`src/dppaf_pkg.sv`:
```
// package of constants and types for the dual parallel port block
package dppaf_pkg;
  // ==========================================================
  // widths and reset values
  localparam int          DPPAF_WIDTH      = 8;
  localparam int          DPPAF_ADDR_W     = 16;
  localparam int          DPPAF_SLICE_LSB  = 13;   // upper three address bits pick the 8K slice
  localparam logic [7:0]  DPPAF_DIR_RST    = 8'h00; // all bits inputs after reset
  localparam logic [7:0]  DPPAF_DATA_RST   = 8'h00;
  localparam logic [7:0]  DPPAF_CFG_RST    = 8'h00;
  localparam logic [7:0]  DPPAF_SYNC_RST   = 8'hFF;    // pads idle high on their pull-ups
  localparam logic [15:0] DPPAF_KIND_RST   = 16'h0000; // every strobe a chip select
  localparam logic [3:0]  DPPAF_IRQ_RST    = 4'h0;     // no request pending
  // bit positions of alternate functions
  localparam int          DPPAF_SA_OUT_BIT = 6;
  localparam int          DPPAF_SB_OUT_BIT = 4;
  localparam int          DPPAF_SA_IN_BIT  = 7;
  localparam int          DPPAF_SB_IN_BIT  = 5;
  localparam int          DPPAF_SCS_BIT    = 7;
  localparam int          DPPAF_IRQ_PIN [4] = '{0, 4, 1, 5}; // latch order: irq0 pins, then irq1 pins
  // ==========================================================
  // strobe kinds and edge selections
  typedef enum logic [1:0] {
    DPPAF_STB_CS, DPPAF_STB_WR, DPPAF_STB_RD, DPPAF_STB_RW
  } dppaf_stb_t;
  typedef enum logic [1:0] {
    DPPAF_EDGE_OFF, DPPAF_EDGE_FALL, DPPAF_EDGE_RISE, DPPAF_EDGE_BOTH
  } dppaf_edge_t;
endpackage

```
`src/dppaf_port.sv`:
```
// two 8-bit parallel ports with strobes, serial alternates and edge interrupts
//
// Behaviour
// - first port direction set per bit
// - first port push-pull or open-drain per bit
// - outputs held, loaded on timer event
// - bit6 sends serial A, bit4 serial B
// - bits 7,5 feed serial inputs A,B
// - second port direction set per bit
// - second port bits selectable as strobes
// - strobe asserts only in its 8K slice
// - strobe kind chip select, write, read, both
// - bit 7 is slave select when enabled
// - slave select taken from pin level
// - bits 0,4 irq0; bits 1,5 irq1
// - edge select fall, rise or both
// - per-pin edge detect then OR
// - separate request latch per pin
// - interrupt pins sampled at the pad
`timescale 1ns/1ps
`default_nettype none
module dppaf_port
  import dppaf_pkg::*;
(
  input  wire logic        mclk,
  input  wire logic        rst_n,
  // configuration written by software
  input  wire logic        cfgWe,          // load all settings this cycle
  input  wire logic [7:0]  dDirIn,         // first port direction, 1 = output
  input  wire logic [7:0]  dOdIn,          // first port open drain select
  input  wire logic [7:0]  dDataIn,        // first port output data
  input  wire logic [7:0]  dTimedIn,       // first port bit waits for timer
  input  wire logic        serAOutEn,      // bit6 carries serial A output
  input  wire logic        serBOutEn,      // bit4 carries serial B output
  input  wire logic [7:0]  eDirIn,         // second port direction
  input  wire logic [7:0]  eDataIn,        // second port output data
  input  wire logic [7:0]  eTimedIn,       // second port bit waits for timer
  input  wire logic [7:0]  eStbEnIn,       // bit acts as strobe
  input  wire logic [15:0] eStbKindIn,     // two bits per strobe kind
  input  wire logic        slaveEnIn,      // slave port enabled
  input  wire logic [7:0]  irqEdgeIn,      // two bits per pin: 0,4,1,5 order
  input  wire logic        timerTick,      // timer event pulse
  // serial and bus side, same clock
  input  wire logic        serATx,
  input  wire logic        serBTx,
  output logic             serARx,
  output logic             serBRx,
  input  wire logic        ioCycle,        // external io cycle in progress
  input  wire logic        ioRd,
  input  wire logic        ioWr,
  input  wire logic [15:0] ioAddr,
  input  wire logic        irqAck0,        // clear irq0 latches
  input  wire logic        irqAck1,
  output logic             irqReq0,
  output logic             irqReq1,
  output logic             slaveSelect_n,
  // pins
  input  wire logic [7:0]  dPinIn,
  output logic [7:0]       dPinOut,
  output logic [7:0]       dPinOe,
  input  wire logic [7:0]  ePinIn,
  output logic [7:0]       ePinOut,
  output logic [7:0]       ePinOe,
  output logic [7:0]       dRead,          // synchronised pin levels
  output logic [7:0]       eRead
);
  // ==========================================================
  // configuration storage
  logic [7:0]  dDir_r, dOd_r, dTimed_r, eDir_r, eTimed_r, eStbEn_r; // per-bit settings
  logic [15:0] eStbKind_r;                                           // strobe kinds
  logic [7:0]  irqEdge_r;                                            // edge selections
  logic        serAOut_r, serBOut_r, slaveEn_r;                      // alternate enables
  logic [7:0]  dPend_r, ePend_r;                                     // staged data
  logic [7:0]  dHold_r, eHold_r;                                     // output holding registers

  // settings load in one cycle
  always_ff @(posedge mclk) begin
    if (!rst_n) begin
      dDir_r <= DPPAF_DIR_RST; dOd_r <= DPPAF_CFG_RST; dTimed_r <= DPPAF_CFG_RST;
      eDir_r <= DPPAF_DIR_RST; eTimed_r <= DPPAF_CFG_RST; eStbEn_r <= DPPAF_CFG_RST;
      eStbKind_r <= DPPAF_KIND_RST; irqEdge_r <= DPPAF_CFG_RST;
      serAOut_r <= 1'b0; serBOut_r <= 1'b0; slaveEn_r <= 1'b0;
    end else if (cfgWe) begin
      dDir_r     <= dDirIn;
      dOd_r      <= dOdIn;
      dTimed_r   <= dTimedIn;
      eDir_r     <= eDirIn;
      eTimed_r   <= eTimedIn;
      eStbEn_r   <= eStbEnIn;
      eStbKind_r <= eStbKindIn;
      irqEdge_r  <= irqEdgeIn;
      serAOut_r  <= serAOutEn;
      serBOut_r  <= serBOutEn;
      slaveEn_r  <= slaveEnIn;
    end
  end

  // ==========================================================
  // holding registers: immediate bits follow a write, timed bits wait for the tick
  always_ff @(posedge mclk) begin
    if (!rst_n) begin
      dPend_r <= DPPAF_DATA_RST; ePend_r <= DPPAF_DATA_RST;
      dHold_r <= DPPAF_DATA_RST; eHold_r <= DPPAF_DATA_RST;
    end else begin
      if (cfgWe) begin
        dPend_r <= dDataIn;
        ePend_r <= eDataIn;
      end
      for (int i = 0; i < DPPAF_WIDTH; i++) begin
        // a write and a tick together: immediate bits take new data, timed bits the old stage
        if (cfgWe && !dTimedIn[i]) dHold_r[i] <= dDataIn[i];
        else if (timerTick && dTimed_r[i]) dHold_r[i] <= dPend_r[i];
        if (cfgWe && !eTimedIn[i]) eHold_r[i] <= eDataIn[i];
        else if (timerTick && eTimed_r[i]) eHold_r[i] <= ePend_r[i];
      end
    end
  end

  // ==========================================================
  // pad synchronisers, two stages before any reader
  logic [7:0] dMeta_r, dSync_r, eMeta_r, eSync_r, ePrev_r;
  always_ff @(posedge mclk) begin
    if (!rst_n) begin
      // idle-high reset matches the pull-ups, so no false edge follows reset
      dMeta_r <= DPPAF_SYNC_RST; dSync_r <= DPPAF_SYNC_RST;
      eMeta_r <= DPPAF_SYNC_RST; eSync_r <= DPPAF_SYNC_RST; ePrev_r <= DPPAF_SYNC_RST;
    end else begin
      dMeta_r <= dPinIn; dSync_r <= dMeta_r;
      eMeta_r <= ePinIn; eSync_r <= eMeta_r;
      ePrev_r <= eSync_r;
    end
  end
  assign dRead = dSync_r;
  assign eRead = eSync_r;
  assign serARx = dSync_r[DPPAF_SA_IN_BIT];
  assign serBRx = dSync_r[DPPAF_SB_IN_BIT];
  // pad level drives slave select, so an output driven low holds it asserted
  assign slaveSelect_n = slaveEn_r ? eSync_r[DPPAF_SCS_BIT] : 1'b1;

  // ==========================================================
  // first port drive and second port strobes
  logic [7:0] dVal;
  always_comb begin
    dVal = dHold_r;
    if (serAOut_r) dVal[DPPAF_SA_OUT_BIT] = serATx;
    if (serBOut_r) dVal[DPPAF_SB_OUT_BIT] = serBTx;
  end
  generate
    for (genvar g = 0; g < DPPAF_WIDTH; g++) begin : gDrive
      // open drain only ever drives low
      assign dPinOut[g] = dOd_r[g] ? 1'b0 : dVal[g];
      assign dPinOe[g]  = dDir_r[g] & (~dOd_r[g] | ~dVal[g]);
      // strobe: slice match by top address bits, qualified by kind, active low
      logic hit;
      assign hit = ioCycle && (ioAddr[DPPAF_ADDR_W-1:DPPAF_SLICE_LSB] == 3'(g));
      logic act;
      always_comb begin
        case (dppaf_stb_t'(eStbKind_r[2*g +: 2]))
          DPPAF_STB_CS: act = hit;
          DPPAF_STB_WR: act = hit && ioWr;
          DPPAF_STB_RD: act = hit && ioRd;
          DPPAF_STB_RW: act = hit && (ioRd || ioWr);
          default:      act = 1'b0;
        endcase
      end
      // strobe only reaches the pin when the bit is an output
      assign ePinOut[g] = eStbEn_r[g] ? ~act : eHold_r[g];
      assign ePinOe[g]  = eDir_r[g];
    end
  endgenerate

  // ==========================================================
  // interrupt latches, one per pin: index 0..3 = pins 0,4,1,5
  logic [3:0] irqLatch_r;                       // request latch per pin
  logic [3:0] hitEdge;                          // selected transition seen this cycle
  generate
    for (genvar k = 0; k < 4; k++) begin : gIrq
      logic rise, fall, sel;
      assign rise = eSync_r[DPPAF_IRQ_PIN[k]] & ~ePrev_r[DPPAF_IRQ_PIN[k]];
      assign fall = ~eSync_r[DPPAF_IRQ_PIN[k]] & ePrev_r[DPPAF_IRQ_PIN[k]];
      // local select keeps each bit of hitEdge under a single process
      always_comb begin
        case (dppaf_edge_t'(irqEdge_r[2*k +: 2]))
          DPPAF_EDGE_FALL: sel = fall;
          DPPAF_EDGE_RISE: sel = rise;
          DPPAF_EDGE_BOTH: sel = rise | fall;
          default:         sel = 1'b0;
        endcase
      end
      assign hitEdge[k] = sel;
    end
  endgenerate
  // set wins over acknowledge
  always_ff @(posedge mclk) begin
    if (!rst_n) irqLatch_r <= DPPAF_IRQ_RST;
    else begin
      for (int k = 0; k < 4; k++) begin
        if (hitEdge[k]) irqLatch_r[k] <= 1'b1;
        else if ((k < 2) ? irqAck0 : irqAck1) irqLatch_r[k] <= 1'b0;
      end
    end
  end
  assign irqReq0 = irqLatch_r[0] | irqLatch_r[1];
  assign irqReq1 = irqLatch_r[2] | irqLatch_r[3];

  // ==========================================================
  // checks
  AST_SLICE: assert property (@(posedge mclk) disable iff (!rst_n)
    (eStbEn_r[2] && !ePinOut[2]) |-> (ioCycle && ioAddr[DPPAF_ADDR_W-1:DPPAF_SLICE_LSB] == 3'h2))
    else $error("strobe 2 outside its slice");
  AST_OD: assert property (@(posedge mclk) disable iff (!rst_n)
    (dOd_r[0] && dPinOe[0]) |-> !dPinOut[0])
    else $error("open drain drove high");
  AST_DIR: assert property (@(posedge mclk) disable iff (!rst_n)
    !dDir_r[3] |-> !dPinOe[3])
    else $error("input bit driven");
  AST_TIMED: assert property (@(posedge mclk) disable iff (!rst_n)
    (dTimed_r[1] && !timerTick && !cfgWe) |=> $stable(dHold_r[1]))
    else $error("timed bit moved without tick");
  AST_SER: assert property (@(posedge mclk) disable iff (!rst_n)
    (serAOut_r && dDir_r[6] && !dOd_r[6]) |-> dPinOut[6] == serATx)
    else $error("serial A out not on bit 6");
  AST_LATCH: assert property (@(posedge mclk) disable iff (!rst_n)
    hitEdge[0] |=> irqLatch_r[0] ##0 irqReq0)
    else $error("edge not latched");
  AST_FALL: assert property (@(posedge mclk) disable iff (!rst_n)
    (irqEdge_r[1:0] == 2'h1 && $fell(eSync_r[0]) && !cfgWe) |-> hitEdge[0])
    else $error("falling edge missed");
  AST_SCS: assert property (@(posedge mclk) disable iff (!rst_n)
    (slaveEn_r && $past(rst_n, 2) && !$past(ePinIn[DPPAF_SCS_BIT], 2)) |-> !slaveSelect_n)
    else $error("slave select not from pin");
endmodule // dppaf_port
`default_nettype wire
```
`config.mk`:
```
export PLATFORM = sky130hd
export DESIGN_NAME = dppaf_port
export DESIGN_NICKNAME = d
export VERILOG_FILES = /design/src/dppaf_pkg.sv /design/src/dppaf_port.sv
export SDC_FILE = /design/constraint.sdc
export NUM_CORES = 1
export LEC_CHECK = 0
export BUFFER_PORTS_ARGS = -buffer_cell sky130_fd_sc_hd__buf_2
export CORE_ASPECT_RATIO = 1.5
export CORE_MARGIN = 1.5
export CORE_UTILIZATION = 55
export CTS_CLUSTER_DIAMETER = 50
export DETAILED_ROUTE_END_ITERATION = 7
export GPL_TIMING_DRIVEN = 0
export HOLD_SLACK_MARGIN = 0.15
export PLACE_DENSITY = 0.85
export SLEW_MARGIN = 20
export SYNTH_ARGS = -nofsm -noshare
export SYNTH_HDL_FRONTEND = slang
export SYNTH_SLANG_ARGS = --single-unit
export TNS_END_PERCENT = 5
```
`constraint.sdc`:
```
create_clock -name mclk -period 2.92 [get_ports mclk]
set_input_delay 0.584 -clock mclk [delete_from_list [all_inputs] [get_ports mclk]]
set_output_delay 0.584 -clock mclk [all_outputs]
set_load 0.02 [all_outputs]
```
==> results.cfg, run 1 <==
[finish]
nFillCells = 794
mostFrequentLayoutCell = buf_2
drive_gt1_share_pct = 27.7
largest_reg_flops = 16
final_nets = 920
top_register = eStbKind_r
final_util_pct = 72.1
final_cell_mix = buf_2, dfxtp_1, mux2i_1, nor2b_1, nand2b_1
final_cells = 936
area_growth_pct = 27.0

[global_route]
grt_max_degree = 17
globalRoute.totalOverflow = 0
grt_pass1_vias = 4901
grtUsageTotal_pct = 25.7
antenna_found_initial = 0
grt_pass1_wl_um = 22200

[clocking]
root_buffer = clkbuf_16
insertion_delay_ns = 0.41
htreeDepth = 4
ctsHoldBuffers = 0
cts.sinks = 147
post_cts_buffers = 0
cts_max_path_buffers = 2
numCtsBuffers = 17
ctsResizeCount = 0
cts_tree = done
clk_pin_slew_worst_paths_ns = 0.06

[worst_setup_path]
timing.rr.start = eRead[0]$_SDFF_PN1_
start_kind = primary input
crit_fanout = 8
critical_path_class = in -> out
ff2ff_path_depth = 5
crit_path_start = ioWr
cp-end-kind = primary output
cp.arrival_ns = 1.57
r2r_end = irqLatch_r[0]$_SDFFE_PN0P_
rrSetupSlack_ns = 1.71
worst_ep_required_time_ns = 2.34

[route]
dr_total_vias = 4750
drc = 0
firstDrtPassIters = 4
drtIter0Drc = 103
wl_per_cell_um = 15.7
finalWirelength_um = 14600
vias_per_cell = 5.07
ant_nets = 0

[yosys]
syn_nets = 733
synth_top_area_share_pct = 48.9
ys_seq_area_share_pct = 48.9
synth_cell_types = 22
synth_warnings = 0
synth-seq-cells = 147
syn_area_per_cell_um2 = 10.2
synth_top_area_cell = dfxtp_1
synth_area_um2 = 6010
synth.area.top_cells = dfxtp_1, mux2i_1, nor2b_1
synth_cells = 591

[timing]
finalClockSkew_ns = 0.00924
rsz0062_at_grt = false
drv_slew = 0
tightest_slew_ns = 0.566
hold_viol_final = 0
fin_crit_ns = 2.15
setup_violations = 0
max-slew-margin-rel_pct = 62.3
fin_setup_tns_ns = 0
fmax_ghz = 0.465
min_period_over_period_pct = 73.7

[floorplan]
initial_utilization_pct = 56.8
die_w_um = 88.4
die_h_um = 131
coreArea_um2 = 10600
ios = 187
row_count = 46
dieArea_um2 = 11600

[min_path]
hold_end = eMeta_r[1]$_SDFF_PN1_
min_path_cells = 2
hp-class = in -> reg
min_from = ePinIn[1]

[placed_design]
hpwl_um = 10800
routabilityCongestion = 0.824
dp_cells = 903
port_buffers = 168

[power_and_ir_drop]
p_per_area_nw_per_um2 = 643
totalPowerFinal_uw = 4910
power_switching_uw = 1220
comb_power_share_pct = 11.1
p_clk_share_pct = 44.4
cellInternalPower_uw = 3700
p_leak_uw = 0.00359
swShare_pct = 24.8
ir_drop_mv = 0.427
seq_power_share_pct = 44.5

[flow_run]
maxCapViolCount = 0

[status]
outcome = finished clean
==> cell type report <==
class / instances / area, µm² / share of cell area (%)
multi-input combinational: 396 / 2800 / 36.7
sequential: 147 / 2940 / 38.5
antenna: 1 / 2.50 / 0.0328
clock buffer: 19 / 453 / 5.93
inverter: 14 / 52.6 / 0.688
buffer: 34 / 215 / 2.82
timing repair buffer: 168 / 841 / 11.0
tap: 144 / 180 / 2.36
clock inverter: 13 / 145 / 1.90
==> worst max-delay path, cell delays in order <==
cell	delay (ns)
clkbuf_1	0.18
a22oi_1	0.23
o21ai_0	0.20
a31oi_1	0.19
buf_2	0.18
==> cells in the mapped netlist, drive strengths merged <==
cell and instances:
o22ai 4, nand2 28, a21oi 16, clkbuf 17, buf 17, nor2 16, nand2b 60, a21boi 10
nor2b 97, dfxtp 147, ha 8, o21ai 24, mux2i 109, o21a 6, nor3 2, a22oi 8
a31oi 8, inv 14
==> power by group through the flow <==
stage | registers (µW) | logic [µW] | clock network [µW]
floorplan | 2230 | 331 | 0
global placement | 2220 | 525 | 0
detailed placement | 2230 | 545 | 0
CTS | 2190 | 550 | 2210
global route | 2200 | 593 | 2300
finish | 2190 | 545 | 2180
==> logic make-up after synthesis <==
| kind of cell | Yosys count | synth area share [%] |
|---|---|---|
| multiplexers | 109 | 18.1 |
| adder cells (fa/ha/maj) | 8 | 1.66 |
| flip-flops | 147 | 48.9 |
| buffers and inverters | 48 | 4.45 |
| AND/OR/NAND/NOR | 203 | 19.2 |
| AO/OA/AOI/OAI | 76 | 7.57 |
==> worst max-delay path by stage <==
stage                  to  slack, ns  cells past startpoint
2_1_floorplan  ePinOut[0]       0.91                      4
3_3_place_gp   ePinOut[1]       0.77                      5
3_5_place_dp   ePinOut[1]       0.75                      5
4_1_cts        ePinOut[1]       0.76                      5
5_1_grt        ePinOut[7]       0.70                      5
6_report       ePinOut[5]       0.77                      5
==> metrics by stage <==
| stage | cell area, µm² | setup WS [ns] | hold WS [ns] |
|---|---|---|---|
| floorplan | 6010 | 0.906 | 0.386 |
| global placement | 7040 | 0.766 | 0.390 |
| detailed placement | 7040 | 0.753 | 0.394 |
| CTS | 7630 | 0.760 | 0.336 |
| global route | 7630 | 0.699 | 0.332 |
| finish | 7640 | 0.769 | 0.348 |
==> metal layers <==
| layer | routed length [µm] | global-route usage (%) |
|---|---|---|
| met5 | 0 | 0 |
| met4 | 429 | 13.1 |
| met3 | 773 | 7.95 |
| met2 | 7970 | 48.5 |
| met1 | 5470 | 24.4 |
No activity file was read; power rests on OpenSTA's default activity.
==> inputs of run 2 (changes only) <==
--- a/config.mk
+++ b/config.mk
@@ -8,12 +8,12 @@
 export BUFFER_PORTS_ARGS = -buffer_cell sky130_fd_sc_hd__buf_2
 export CORE_ASPECT_RATIO = 1.5
 export CORE_MARGIN = 1.5
-export CORE_UTILIZATION = 55
+export CORE_UTILIZATION = 51
 export CTS_CLUSTER_DIAMETER = 50
 export DETAILED_ROUTE_END_ITERATION = 7
 export GPL_TIMING_DRIVEN = 0
 export HOLD_SLACK_MARGIN = 0.15
-export PLACE_DENSITY = 0.85
+export PLACE_DENSITY = 0.8
 export SLEW_MARGIN = 20
 export SYNTH_ARGS = -nofsm -noshare
 export SYNTH_HDL_FRONTEND = slang
==> constraint.sdc (replaced) <==
create_clock -name mclk -period 2 [get_ports mclk]
set_input_delay 0.4 -clock mclk [delete_from_list [all_inputs] [get_ports mclk]]
set_output_delay 0.4 -clock mclk [all_outputs]
set_load 0.02 [all_outputs]
==> results.cfg, run 2 (same netlist as run 1, synthesis figures left out) <==
[status]
outcome = finished clean

[worst_setup_path]
worst_ep_required_time_ns = 1.60
cp-end-kind = primary output
critPathTopFamily = compound AO/OA/AOI/OAI gates
crit_fanout = 3
critical_path_class = reg -> out
cp.arrival_ns = 1.54
start_kind = flip-flop
path_cells = a22oi_1 -> o21ai_0 -> a31oi_1 -> buf_2
crit_buf_inv = 1
slowest_delay_ns = 0.33
crit_slowest_cell = dfxtp_1

[route]
finalWirelength_um = 14700
drc = 0
dr_total_vias = 4706
routed.top_layer = met4
ant_nets = 0
wl_per_cell_um = 15.4
route.met2.wl_um = 8050
vias_per_cell = 4.95
dr_wl_met3_um = 704
wl_met1_um = 5630
drtIter0Drc = 171
firstDrtPassIters = 5

[finish]
design_area_um2 = 7740
final_cells = 950
final_cell_mix = buf_2, dfxtp_1, mux2i_1, nor2b_1, nand2b_1
top_register = eStbKind_r
area_growth_pct = 28.7
mostFrequentLayoutCell = buf_2
antenna_cells = 0
largest_reg_flops = 16
final_nets = 929
drive_gt1_share_pct = 27.4
nFillCells = 918

[timing]
setup_violations = 0
min_period_over_period_pct = 97.0
tightest_slew_ns = 0.526
hold_viol_final = 0
rsz0062_at_grt = false
fin_crit_ns = 1.94
finalClockSkew_ns = 0.00948
max-slew-margin-rel_pct = 64.9
fin_setup_tns_ns = 0
fmax_ghz = 0.516
drv_slew = 0

[clocking]
insertion_delay_ns = 0.42
post_cts_buffers = 0
htreeDepth = 4
root_buffer = clkbuf_16
cts_max_path_buffers = 2
ctsResizeCount = 0
clk_pin_slew_worst_paths_ns = 0.07
numCtsBuffers = 17
cts_tree = done
cts.sinks = 147

[global_route]
grt_pass1_wl_um = 23100
grtUsageTotal_pct = 24.0
grt_pass1_vias = 4894
globalRoute.totalOverflow = 0
grt_max_degree = 18
antenna_found_initial = 0

[placed_design]
dpl-instance-area_um2 = 7040
port_buffers = 168
routabilityCongestion = 0.808
dp_cells = 909
hpwl_um = 10700

[power_and_ir_drop]
p_leak_uw = 0.00363
p_per_area_nw_per_um2 = 931
totalPowerFinal_uw = 7210
ir_drop_mv = 0.948

[flow_run]
maxCapViolCount = 0

[min_path]
hp-class = in -> reg

[floorplan]
coreArea_um2 = 11500
ios = 187
row_count = 48
die_w_um = 91.7
initial_utilization_pct = 52.2
dieArea_um2 = 12500
die_h_um = 136
run 2: cell types whose count changed in the layout (fill, tap and decap cells not counted), sizes merged:
cell and change:
clkbuf -2, clkinv -3, inv +6, bufinv -1, diode -1, dlygate4sd3 +9
run 2: power breakdown:
| group | switching (µW) | internal, µW | total [µW] |
|---|---|---|---|
| Sequential | 93.2 | 3090 | 3190 |
| Combinational | 420 | 391 | 811 |
| Clock | 1410 | 1800 | 3210 |
| Total | 1920 | 5280 | 7210 |
run 2: repair_timing:
| action | CTS | global route |
|---|---|---|
| setup endpoints to repair | 0 | 1 |
| hold buffers | 8 | 1 |
| hold endpoints to repair | 8 | 1 |
run 2: final cells by class:
type,count,area [µm²],share of cell area (%)
Inverter,14,52.6,0.679
Sequential cell,147,2940,38.0
Tap cell,150,188,2.43
Multi-Input combinational cell,396,2800,36.2
Buffer,34,215,2.78
Clock buffer,17,425,5.50
Timing Repair Buffer,177,931,12.0
Clock inverter,15,180,2.33
run 2: per-layer routing:
metal / global-route usage, % / vias up
met5: 0 / -
met4: 9.72 / 0
met3: 5.37 / 22
met2: 46.1 / 140
met1: 24.8 / 2184
li1: - / 2360
run 2: worst paths after layout:
path	start	to	slack, ns	cells past startpoint
worst max-delay path	eStbKind_r[2]$_SDFFE_PN0P_	ePinOut[1]	0.06	4
worst min-delay path	dPinIn[2]	dMeta_r[2]$_SDFF_PN1_	0.16	2
worst max register to register	eRead[0]$_SDFF_PN1_	irqLatch_r[0]$_SDFFE_PN0P_	0.82	5
worst min register to register	eMeta_r[6]$_SDFF_PN1_	eRead[6]$_SDFF_PN1_	0.41	1
run 2: stage by stage:
stage               hold WS [ns]  util (%)  setup slack [ns]
floorplan                  0.386         -             0.354
global placement           0.388      61.1             0.179
detailed placement         0.391      61.1             0.147
CTS                        0.151      67.0            0.0573
global route               0.154      67.1           0.00449
finish                     0.160      67.1            0.0606
==> inputs of run 3 (changes only) <==
--- a/config.mk
+++ b/config.mk
@@ -6,7 +6,7 @@
 export NUM_CORES = 1
 export LEC_CHECK = 0
 export BUFFER_PORTS_ARGS = -buffer_cell sky130_fd_sc_hd__buf_2
-export CORE_ASPECT_RATIO = 1.5
+export CORE_ASPECT_RATIO = 1.25
 export CORE_MARGIN = 1.5
 export CORE_UTILIZATION = 51
 export CTS_CLUSTER_DIAMETER = 50
==> results.cfg, run 3 (same netlist as run 1, synthesis figures left out) <==
[status]
outcome = finished clean

[flow_run]
maxCapViolCount = 0

[route]
drtIter0Drc = 126
route.met2.wl_um = 7470
vias_per_cell = 5.06
routed.top_layer = met4
drc = 0
dr_wl_met3_um = 654
dr_total_vias = 4712
ant_nets = 0
finalWirelength_um = 14200
wl_met1_um = 5670
wl_per_cell_um = 15.2
firstDrtPassIters = 5

[clocking]
htreeDepth = 4
cts_tree = done
root_buffer = clkbuf_16
insertion_delay_ns = 0.41
cts_max_path_buffers = 2
cts.sinks = 147
numCtsBuffers = 17
clk_pin_slew_worst_paths_ns = 0.06

[timing]
max-slew-margin-rel_pct = 62.6
rsz0062_at_grt = false
fin_setup_tns_ns = 0
drv_slew = 0
tightest_slew_ns = 0.561
setup_violations = 0
fin_crit_ns = 1.84
fmax_ghz = 0.543
hold_viol_final = 0
finalClockSkew_ns = 0.00512
min_period_over_period_pct = 92.1
hold_ws_ns = 0.166

[floorplan]
dieArea_um2 = 12500
ios = 187
coreArea_um2 = 11600
die_w_um = 100
row_count = 44
die_h_um = 124
initial_utilization_pct = 52.0

[worst_setup_path]
crit_fanout = 3
ff2ff_path_depth = 5
start_kind = flip-flop
r2r_end = irqLatch_r[2]$_SDFFE_PN0P_
cp-end-kind = primary output
slowest_delay_ns = 0.32
critPathTopFamily = compound AO/OA/AOI/OAI gates
cp.arrival_ns = 1.44
crit_slowest_cell = dfxtp_1
crit_cells = 4
timing.rr.start = eRead[1]$_SDFF_PN1_
crit_buf_inv = 1
worst_ep_required_time_ns = 1.60
path_cells = a22oi_1 -> o21ai_0 -> a31oi_1 -> buf_2
critical_path_class = reg -> out
rrSetupSlack_ns = 0.79

[global_route]
grt_max_degree = 17
grt_pass1_wl_um = 22300
globalRoute.totalOverflow = 0
antenna_found_initial = 0
grtUsageTotal_pct = 23.0
grt_pass1_vias = 4843

[finish]
mostFrequentLayoutCell = buf_2
final_cell_mix = buf_2, dfxtp_1, mux2i_1, nor2b_1, nand2b_1
drive_gt1_share_pct = 27.6
multiInputGateArea_um2 = 2800
seqCellArea_um2 = 2940
top_register = eStbKind_r
nFillCells = 913
largest_reg_flops = 16
final_cells = 931
antenna_cells = 0
area_growth_pct = 27.3
final_nets = 922

[placed_design]
hpwl_um = 10400
dp_cells = 897
routabilityCongestion = 0.798
port_buffers = 168

[min_path]
hold_end = eMeta_r[2]$_SDFF_PN1_
min_from = ePinIn[2]
hp-class = in -> reg
min_path_cells = 2

[power_and_ir_drop]
ir_drop_mv = 0.557
p_per_area_nw_per_um2 = 940
p_leak_uw = 0.00359
==> run 3: layout make-up <==
| class | count | area share (%) |
|---|---|---|
| well taps | 138 | 2.26 |
| flip-flops and latches | 147 | 38.4 |
| multi-input cells | 396 | 36.6 |
| plain buffers | 34 | 2.81 |
| inverters | 14 | 0.686 |
| repair buffers | 170 | 11.2 |
| clock buffers | 17 | 5.56 |
| clock inverters | 15 | 2.39 |
==> run 3: worst max-delay path by stage <==
stage	slack, ns	startpoint	to
6_report	0.16	eStbKind_r[6]$_SDFFE_PN0P_	ePinOut[3]
2_1_floorplan	0.35	ioWr	ePinOut[0]
5_1_grt	0.03	eStbKind_r[6]$_SDFFE_PN0P_	ePinOut[3]
3_3_place_gp	0.21	ioWr	ePinOut[3]
3_5_place_dp	0.19	ioWr	ePinOut[3]
4_1_cts	0.09	eStbKind_r[6]$_SDFFE_PN0P_	ePinOut[3]
==> run 3: power by group <==
part / total (µW) / switching, µW / internal [µW]
clock: 3210 / 1240 / 1970
combinational: 796 / 414 / 382
sequential: 3190 / 93.5 / 3100
total: 7200 / 1750 / 5450
==> run 3: worst register-to-register path: stages, from the launching register on <==
cell	delay (ns)
dfxtp_1	0.37
inv_1	0.08
ha_1	0.29
nand2b_1	0.14
a21boi_0	0.16
o21a_1	0.12
==> run 3: per-stage QoR <==
stage                     total power, µW  util [%]  area, µm²  worst slack, ns
after floorplan                      3730         -       6010            0.354
after global placement               4010      60.8       7030            0.215
after detailed placement             4050      60.8       7030            0.189
after CTS                            7260      66.2       7660           0.0904
after global routing                 7450      66.2       7660           0.0268
final                                7200      66.2       7660            0.158
==> run 3: per-layer routing <==
metal  global-route usage, %  vias to the layer above
met5                       0                        -
met4                    9.86                        0
met3                    4.77                       32
met2                    42.2                      137
met1                    25.2                     2200
li1                        -                     2343
==> run 3: what timing repair did <==
item,CTS,global route
hold buffers,2,0
gates resized for setup,0,0
endpoints found under the setup margin,0,1
hold endpoints to repair,2,0
setup buffers,0,0
